**src/core/sia_defines.svh**
```systemverilog
// constants for the shared indirect access, self-test and strap status bank
// assumes a 32-bit classic wishbone slave with one register per aligned word
`ifndef SIA_DEFINES_SVH
`define SIA_DEFINES_SVH

// register indices; byte address is four times the index
`define SIA_IDX_CTRL 8'hb0
`define SIA_IDX_OFFSET 8'hb1
`define SIA_IDX_WINDOW 8'hb2
`define SIA_IDX_SELFTEST 8'hb3
`define SIA_IDX_RSV_B4 8'hb4
`define SIA_IDX_RSV_B5 8'hb5
`define SIA_IDX_RSV_B6 8'hb6
`define SIA_IDX_RSV_B7 8'hb7
`define SIA_IDX_STRAP 8'hb8

// reset values
`define SIA_RST_TARGET 4'h7
`define SIA_RST_OFFSET 8'h3a
`define SIA_RST_SELFTEST 8'h08
`define SIA_RST_RSV_B4 8'h25
`define SIA_RST_RSV_B5 8'h00
`define SIA_RST_RSV_B6 8'h18
`define SIA_RST_RSV_B7 8'h00

// control field positions
`define SIA_CTRL_SEL_HI 5
`define SIA_CTRL_SEL_LO 2
`define SIA_CTRL_STEP 1
`define SIA_CTRL_PREF 0

// self-test field positions
`define SIA_ST_MODE_HI 7
`define SIA_ST_MODE_LO 6
`define SIA_ST_CFG 3
`define SIA_ST_CLK_HI 2
`define SIA_ST_CLK_LO 1
`define SIA_ST_EN 0

// remote serializer offset that receives the clock source
`define SIA_REMOTE_CLKSRC_OFS 8'h14

// target selector codes
`define SIA_TGT_PATGEN 4'h0
`define SIA_TGT_RX0 4'h1
`define SIA_TGT_RX1 4'h2
`define SIA_TGT_RX2 4'h3
`define SIA_TGT_RX3 4'h4
`define SIA_TGT_RXSH 4'h5
`define SIA_TGT_RXALL 4'h6
`define SIA_TGT_OUTRSV 4'h7

`endif

```
**src/core/sia_pkg.sv**
```systemverilog
// types for the shared indirect access, self-test and strap status bank
// assumes sia_defines.svh supplies the numeric constants
package sia_pkg;

	// one enable per internal block: [0] pattern gen, [4:1] rx 0-3, [5] rx shared, [6] output
	typedef logic [6:0] sia_target_vec_t;

	typedef struct packed {
		logic wr;
		logic rd;
		sia_target_vec_t target;
		logic [7:0] offset;
		logic [7:0] wdata;
	} sia_ind_req_t;

	typedef struct packed {
		logic wr;
		logic [7:0] offset;
		logic [1:0] clk_source;
	} sia_remote_wr_t;

	typedef enum logic [1:0] {
		SIA_OUT_NONE,
		SIA_OUT_ALTERNATE,
		SIA_OUT_DATA
	} sia_out_mode_t;

endpackage : sia_pkg

```
**src/core/sia_regs.sv**
```systemverilog
// shared indirect access port, self-test control and strap status registers
// assumes a classic wishbone master and internal blocks that answer reads
// combinationally from the offset and target they are given
//
// Added by the designer: the Wishbone slave port.
`timescale 1ns/1ps
`include "sia_defines.svh"

module sia_regs #(
	parameter int ADDR_W = 12,
	parameter logic [1:0] CLKSRC_DEFAULT = 2'h0
) (
	input wire logic clk_i, // 40 MHz clock
	input wire logic rst_i, // synchronous reset, active high
	input wire logic wb_cyc_i, // bus cycle
	input wire logic wb_stb_i, // strobe
	input wire logic wb_we_i, // write enable
	input wire logic [ADDR_W-1:0] wb_adr_i, // byte address
	input wire logic [3:0] wb_sel_i, // byte lanes
	input wire logic [31:0] wb_dat_i, // write data
	output logic [31:0] wb_dat_o, // read data
	output logic wb_ack_o, // acknowledge
	output sia_pkg::sia_ind_req_t ind_req_o, // indirect request to blocks
	input wire logic [7:0] ind_rdata_i, // byte from selected block
	output logic self_test_en_o, // self-test enabled
	output sia_pkg::sia_out_mode_t self_test_out_mode_o, // output toggling
	output logic [1:0] self_test_clk_source_o, // effective clock source
	output sia_pkg::sia_remote_wr_t remote_wr_o, // write to remote serializer
	input wire logic [2:0] strap_index_i, // index strap decode
	input wire logic [2:0] strap_mode_i // mode strap decode
);
	import sia_pkg::*;

	function automatic sia_target_vec_t target_decode(input logic [3:0] code,
		input logic is_write);
		sia_target_vec_t v;
		v = '0;
		unique case (code)
			`SIA_TGT_PATGEN: v[0] = 1'b1;
			`SIA_TGT_RX0: v[1] = 1'b1;
			`SIA_TGT_RX1: v[2] = 1'b1;
			`SIA_TGT_RX2: v[3] = 1'b1;
			`SIA_TGT_RX3: v[4] = 1'b1;
			`SIA_TGT_RXSH: v[5] = 1'b1;
			// broadcast only for writes; reads have no single source
			`SIA_TGT_RXALL: v[4:1] = is_write ? 4'hf : 4'h0;
			`SIA_TGT_OUTRSV: v[6] = 1'b1;
			default: v = '0;
		endcase
		return v;
	endfunction : target_decode

	function automatic sia_out_mode_t mode_decode(input logic [1:0] bits);
		sia_out_mode_t m;
		m = SIA_OUT_NONE;
		if (bits[1]) begin
			m = SIA_OUT_DATA;
		end else if (bits[0]) begin
			m = SIA_OUT_ALTERNATE;
		end
		return m;
	endfunction : mode_decode

	logic [3:0] target_r;
	logic step_r;
	logic pref_r;
	logic [7:0] offset_r;
	logic [7:0] offset_nxt;
	logic [7:0] window_r;
	logic [7:0] selftest_r;
	logic [7:0] selftest_nxt;
	logic index_decode_complete_r;
	logic mode_done_r;
	logic [2:0] idx_r;
	logic [2:0] mode_r;
	logic st_en_d_r;

	// bus decode
	wire logic req = wb_cyc_i & wb_stb_i & ~wb_ack_o;
	wire logic lane0 = wb_sel_i[0];
	wire logic aligned = (wb_adr_i[1:0] == 2'b00);
	wire logic [7:0] reg_idx = wb_adr_i[9:2];
	wire logic upper_zero = (wb_adr_i[ADDR_W-1:10] == '0);
	wire logic hit = req & aligned & upper_zero;
	wire logic hit_ctrl = hit & (reg_idx == `SIA_IDX_CTRL);
	wire logic hit_ofs = hit & (reg_idx == `SIA_IDX_OFFSET);
	wire logic hit_win = hit & (reg_idx == `SIA_IDX_WINDOW);
	wire logic hit_st = hit & (reg_idx == `SIA_IDX_SELFTEST);
	wire logic wr_ctrl = hit_ctrl & wb_we_i & lane0;
	wire logic wr_ofs = hit_ofs & wb_we_i & lane0;
	wire logic wr_win = hit_win & wb_we_i & lane0;
	wire logic rd_win = hit_win & ~wb_we_i;
	wire logic wr_st = hit_st & wb_we_i & lane0;

	wire logic [7:0] ctrl_view = {2'b00, target_r, step_r, pref_r};
	wire logic [7:0] strap_view = {index_decode_complete_r, idx_r, mode_done_r, mode_r};

	logic [7:0] rd_byte;
	always_comb begin
		rd_byte = 8'h00;
		if (hit) begin
			unique case (reg_idx)
				`SIA_IDX_CTRL: rd_byte = ctrl_view;
				`SIA_IDX_OFFSET: rd_byte = offset_r;
				`SIA_IDX_WINDOW: rd_byte = ind_rdata_i;
				`SIA_IDX_SELFTEST: rd_byte = selftest_r;
				`SIA_IDX_RSV_B4: rd_byte = `SIA_RST_RSV_B4;
				`SIA_IDX_RSV_B5: rd_byte = `SIA_RST_RSV_B5;
				`SIA_IDX_RSV_B6: rd_byte = `SIA_RST_RSV_B6;
				`SIA_IDX_RSV_B7: rd_byte = `SIA_RST_RSV_B7;
				`SIA_IDX_STRAP: rd_byte = strap_view;
				default: rd_byte = 8'h00;
			endcase
		end
	end

	// offset: software write beats autostep; sum cut to 8 bits wraps at 0xff
	wire logic step_now = step_r & (wr_win | rd_win);
	assign offset_nxt = wr_ofs ? wb_dat_i[7:0] :
		step_now ? 8'(offset_r + 8'h01) : offset_r;
	// prefetch after offset write, and after a window read in autostep mode
	wire logic fetch_now = pref_r & (wr_ofs | (step_r & rd_win));

	// bit 3 set keeps the block's own configuration instead of bits 2:1
	wire logic [1:0] clk_src_eff = selftest_nxt[`SIA_ST_CFG] ? CLKSRC_DEFAULT :
		selftest_nxt[`SIA_ST_CLK_HI:`SIA_ST_CLK_LO];
	assign selftest_nxt = wr_st ? wb_dat_i[7:0] : selftest_r;
	wire logic st_en_nxt = selftest_nxt[`SIA_ST_EN];

	always_ff @(posedge clk_i) begin
		if (rst_i) begin
			wb_ack_o <= 1'b0;
			wb_dat_o <= 32'h0000_0000;
		end else begin
			wb_ack_o <= req;
			wb_dat_o <= {24'h00_0000, rd_byte};
		end
	end

	always_ff @(posedge clk_i) begin
		if (rst_i) begin
			target_r <= `SIA_RST_TARGET;
			step_r <= 1'b0;
			pref_r <= 1'b0;
		end else if (wr_ctrl) begin
			target_r <= wb_dat_i[`SIA_CTRL_SEL_HI:`SIA_CTRL_SEL_LO];
			step_r <= wb_dat_i[`SIA_CTRL_STEP];
			pref_r <= wb_dat_i[`SIA_CTRL_PREF];
		end
	end

	always_ff @(posedge clk_i) begin
		if (rst_i) begin
			offset_r <= `SIA_RST_OFFSET;
			window_r <= 8'h00;
		end else begin
			offset_r <= offset_nxt;
			if (wr_win) begin
				window_r <= wb_dat_i[7:0];
			end
		end
	end

	// strobes leave with the offset they belong to: write uses the old offset
	always_ff @(posedge clk_i) begin
		if (rst_i) begin
			ind_req_o <= '0;
		end else begin
			ind_req_o.wr <= wr_win;
			ind_req_o.rd <= fetch_now;
			ind_req_o.wdata <= wr_win ? wb_dat_i[7:0] : window_r;
			ind_req_o.offset <= wr_win ? offset_r : offset_nxt;
			ind_req_o.target <= target_decode(wr_ctrl ?
				wb_dat_i[`SIA_CTRL_SEL_HI:`SIA_CTRL_SEL_LO] : target_r, wr_win);
		end
	end

	always_ff @(posedge clk_i) begin
		if (rst_i) begin
			selftest_r <= `SIA_RST_SELFTEST;
			st_en_d_r <= 1'b0;
			self_test_en_o <= 1'b0;
			self_test_out_mode_o <= SIA_OUT_NONE;
			self_test_clk_source_o <= CLKSRC_DEFAULT;
			remote_wr_o <= '0;
		end else begin
			selftest_r <= selftest_nxt;
			st_en_d_r <= st_en_nxt;
			self_test_en_o <= st_en_nxt;
			self_test_out_mode_o <= mode_decode(
				selftest_nxt[`SIA_ST_MODE_HI:`SIA_ST_MODE_LO]);
			self_test_clk_source_o <= clk_src_eff;
			// one remote write on each enable rise
			remote_wr_o.wr <= st_en_nxt & ~st_en_d_r;
			remote_wr_o.offset <= `SIA_REMOTE_CLKSRC_OFS;
			remote_wr_o.clk_source <= clk_src_eff;
		end
	end

	// straps are taken one clock after reset release, never in reset itself
	always_ff @(posedge clk_i) begin
		if (rst_i) begin
			index_decode_complete_r <= 1'b0;
			mode_done_r <= 1'b0;
			idx_r <= 3'h0;
			mode_r <= 3'h0;
		end else if (!index_decode_complete_r) begin
			idx_r <= strap_index_i;
			mode_r <= strap_mode_i;
			index_decode_complete_r <= 1'b1;
			mode_done_r <= 1'b1;
		end
	end

endmodule : sia_regs

```
**config.mk**
```make
export PLATFORM = sky130hd
export DESIGN_NAME = sia_regs
export DESIGN_NICKNAME = d
export VERILOG_FILES = /design/src/core/sia_pkg.sv /design/src/core/sia_regs.sv
export VERILOG_INCLUDE_DIRS = /design/src /design/src/core
export SDC_FILE = /design/constraint.sdc
export NUM_CORES = 1
export LEC_CHECK = 0
export ABC_AREA = 1
export ABC_CLOCK_PERIOD_IN_PS = 1800
export BUFFER_PORTS_ARGS = -buffer_cell sky130_fd_sc_hd__buf_2
export CAP_MARGIN = 40
export CORE_MARGIN = 2
export CORE_UTILIZATION = 48
export DETAILED_ROUTE_END_ITERATION = 10
export HOLD_SLACK_MARGIN = 0.06
export PLACE_DENSITY = 0.8
export SYNTH_ARGS = -nofsm -noshare
export SYNTH_HDL_FRONTEND = slang
export SYNTH_SLANG_ARGS = --single-unit
```
**constraint.sdc**
```tcl
create_clock -name clk_i -period 1.8 [get_ports clk_i]
set_input_delay 0.36 -clock clk_i [delete_from_list [all_inputs] [get_ports clk_i]]
set_output_delay 0.36 -clock clk_i [all_outputs]
set_load 0.1 [all_outputs]
```
==> results.env <==
OUTCOME='complete, no violations'
DETAIL_ROUTE.FIRST_PASS.ITERATIONS=5
LAYOUT-AREA-OVERHEAD-VS-SYNTH_PCT=21.4
HTREE_LEVELS=3
ROUTE.DETAILED.DRC=0
ANT_NETS=0
PLACED_CELLS_INCL_TAPS=620
POSTSYNTHAREAPERCELL_UM2=7.35
SYNTH_FLOP_CELL='dfxtp_1'
CRITICAL_PATH_ARRIVAL_NS=1.94
SYNTH_TOP_AREA_CELL='dfxtp_1'
CLOCK_EDGE_TRANSITION_AT_THE_REGISTERS_ON_THE_REPORTED_SETUP_AND_HOLD_PATHS_NS=0.07
POWER_PER_CELL_AREA_nW_PER_UM2=855
TRITONCTS.NUM_BUFFERS=9
EDFF_COUNT_SYNTH=0
ROUTE.FINAL.WIRE_LENGTH_UM=8390
FIN_SKEW_NS=0.00667
INITIALDRTVIOLATIONCOUNT=254
FIRST_GLOBAL_VIAS=2843
CLK_ROOT_BUFFER_CELL='clkbuf_8'
FINALNETCOUNT=619
CRIT_PATH_START_KIND='register'
CP_CELL_SEQUENCE='nor2_1 -> nand3_1 -> nor2_2 -> nand2_2 -> nand2_1 -> nand2_1 -> inv_1 -> nand2_1 -> nor2_1 -> nor2_1 -> nor2_1'
CPLARGESTDELAYFAMILY='simple AND/OR/NAND/NOR gates'
FINAL_CELLS=636
WORST-PATH-BUF-INV=1
DP.FINAL_HPWL_UM=6510
CRITPATHKIND='reg -> reg'
TIMING.CRITICAL_PATH.SLOWEST_CELL_DELAY_NS=0.33
ROUTABILITYCONGESTION=0.919
CRITICAL_PATH.ENDPOINT_TYPE='register'
DIE-HEIGHT_UM=87.1
SYNTH_SEQUENTIAL_AREA_RATIO_PCT=41.0
SETUP_VIOL=0
TOTAL_POWER_mW=3.44
WARNING_COUNT_FROM_THE_YOSYS_RUN=0
CTSHOLDBUFFERS=0
VIA_PER_INST=4.94
STATIC-LEAKAGE-POWER_nW=2.09
GRT_PASS1_WL_UM=13200
NETLIST-CELL-TYPE-COUNT=35
GRT_MAX_DEGREE=16
ANTENNA_CELLS=0
PLACEMENT.IO_BUFFERS=83
FP.COREAREA_UM2=6760
FINALCRITICALPERIOD_NS=1.65
VDD.IR_DROP.WORST_mV=0.433
FIN_CRIT_SH_PCT=91.5
CRIT_PATH_MAX_FANOUT=6
CTS_REPAIR_RESIZE_COUNT=0
GR-TOTAL-OVERFLOW=0
INSERTION_DELAY_NS=0.35
CLK_SINK_COUNT=68
NUMBER_OF_ANTENNA_VIOLATIONS_AT_THE_FIRST_CHECK_IN_GLOBAL_ROUTING=0
ROUTE.DETAILED.WL_PER_INST_UM=13.2
FINAL-MAX-SLEW-VIOLATION-COUNT=0
LAYOUT.FILLER_CELLS=611
CELL_REPEATED_MOST_ALONG_THE_WORST_PATH='nor2_1'
ASYNC_FLOP_SHARE_PCT=0
CLOCK_TREE.BUFFER_DEPTH=2
CAP_VIOLATIONS=0
CRITICAL-PATH-SLOWEST-CELL='dfxtp_2'
SYNTH_CELLS=451
TRITONCTS='yes'
DIE-AREA_UM2=7590
FINAL_LAYOUT_SIZE_SUFFIX_GT1_SHARE_PCT=27.3
CHIPWIDTH_UM=87.1
GRTUSAGETOTAL_PCT=22.8
SYNTH.TOP_CELLS.BY_AREA='dfxtp_1 (41%), nand2_1 (10%), buf_4 (7.9%), inv_1 (6.5%), nand3_1 (4.4%)'
RSZ0062_AT_GRT='false'
SYNTH_TOP_AREA_SHARE_PCT=41.0
MAXIMUM_CLOCK_FREQUENCY_MHz=607
POST_CTS.REPAIR.SETUP_BUFFERS=0
SYNTH_SEQ_CELLS=68
CRITPATHREQUIREDTIME_NS=2.09
INITIAL_UTILIZATION_PCT=49.1
ROUTED-VIA-COUNT=3145
SYNTH.CELL_AREA_UM2=3320
STD_CELL_ROWS=30
PATH_CATEGORY_OF_THE_WORST_MIN_DELAY_CHECK='in -> reg'
IO_PINS=141
TIMING.FINAL.HOLD_VIOLATIONS=0
-- layout by cell type, fill, tap and decap left out, types with 2 or more instances in the layout --
cell type and instances:
nand4_1 5, a211oi_1 3, nand2_4 2, nand3_2 2, nand2_1 89, bufinv_16 2, buf_4 18, nor3_1 9
inv_2 6, o22ai_1 2, buf_2 83, dfxtp_1 67, o21ai_0 29, nor2_1 37, nand3_1 29, conb_1 30
o21ai_1 9, nor2_4 7, a31oi_1 3, nor2_2 4, xor2_1 5, clkinvlp_4 3, inv_1 57, a21oi_1 24
clkbuf_8 10, nand2_2 8
-- worst min-delay path: cells and delay by family --
| family | cells | cell delay [ns] |
|---|---|---|
| buffers and inverters | 1 | 0.12 |
| and+or+nand+nor | 2 | 0.12 |
-- registers in the layout, summed over array words and instances, names as in the netlist, 2 cells and up --
| signal | flops |
|---|---|
| wb_dat_o | 8 |
| mode_r | 3 |
| selftest_r | 7 |
| idx_r | 3 |
| self_test_out_mode_o | 2 |
| remote_wr_o | 4 |
| target_r | 4 |
| offset_r | 8 |
| ind_req_o | 25 |
-- synth_stat cells (2+ instances only) --
master,count
inv_1,57
xor2_1,5
a31oi_1,3
nor2_4,7
nand3_1,29
nor2_1,37
a211oi_1,3
inv_2,6
nand4_1,5
a21oi_1,24
nand2_1,89
nor3_1,9
o21ai_1,9
nand2_2,8
o21ai_0,29
buf_4,35
o22ai_1,2
nand2_4,2
nand3_2,2
clkbuf_1,5
nor2_2,4
dfxtp_1,68
-- routing by layer --
metal	wire, µm	vias up	part of all wire (%)	track usage, %
met5	0	-	0	0
met3	628	17	7.5	5.12
met4	150	0	1.8	8.67
met1	3730	1412	45	29.7
met2	3870	139	46	37.0
li1	-	1577	-	-
-- per-stage QoR --
step / setup WS [ns] / utilization, % / area, µm² / hold slack [ns] / setup TNS (ns)
3_3_place_gp: 0.0192 / 56.2 / 3800 / 0.426 / 0
2_1_floorplan: 0.0838 / - / 3430 / 0.425 / 0
6_report: 0.153 / 59.6 / 4030 / 0.279 / 0
4_1_cts: 0.172 / 59.6 / 4030 / 0.260 / 0
3_5_place_dp: -0.0516 / 56.2 / 3800 / 0.438 / -0.0997
5_1_grt: 0.0412 / 59.6 / 4030 / 0.276 / 0
-- cell type report --
class	count	area, µm²	share of cell area, %
clock inverter	6	87.6	2.18
timing repair buffer	102	571	14.2
sequential	68	1360	33.9
inverter	64	240	5.97
multi-input combinational	306	1530	37.9
tap	80	100	2.49
clock buffer	10	138	3.42
-- worst paths after layout --
path	startpoint	endpoint	slack, ns	cells after the start
setup / recovery	wb_ack_o	ind_req_o[17]	0.15	11
hold / removal	wb_dat_i[7]	ind_req_o[7]	0.28	3
setup reg to reg	wb_ack_o	ind_req_o[17]	0.15	11
hold reg to reg	ind_req_o[5]	ind_req_o[5]	0.45	2
-- power by group --
group / internal [mW] / switching [mW] / total (mW)
clock: 0.814 / 0.580 / 1.39
sequential: 1.52 / 0.00654 / 1.53
combinational: 0.0693 / 0.449 / 0.519
-- cells by family (layout without fill, tap and decap cells) --
family | count (synthesis) | count (layout) | synth area share, %
adders and majority gates | 1 | 1 | 0.377
DFF | 68 | 68 | 41.0
other | 1 | 30 | 0.113
buffers and inverters | 106 | 182 | 16.2
AOI/OAI and AO/OA | 74 | 74 | 12.4
xor gates and xnor gates | 5 | 5 | 1.32
and+or+nand+nor | 196 | 196 | 28.5
Power figures use the tool's default switching activity.
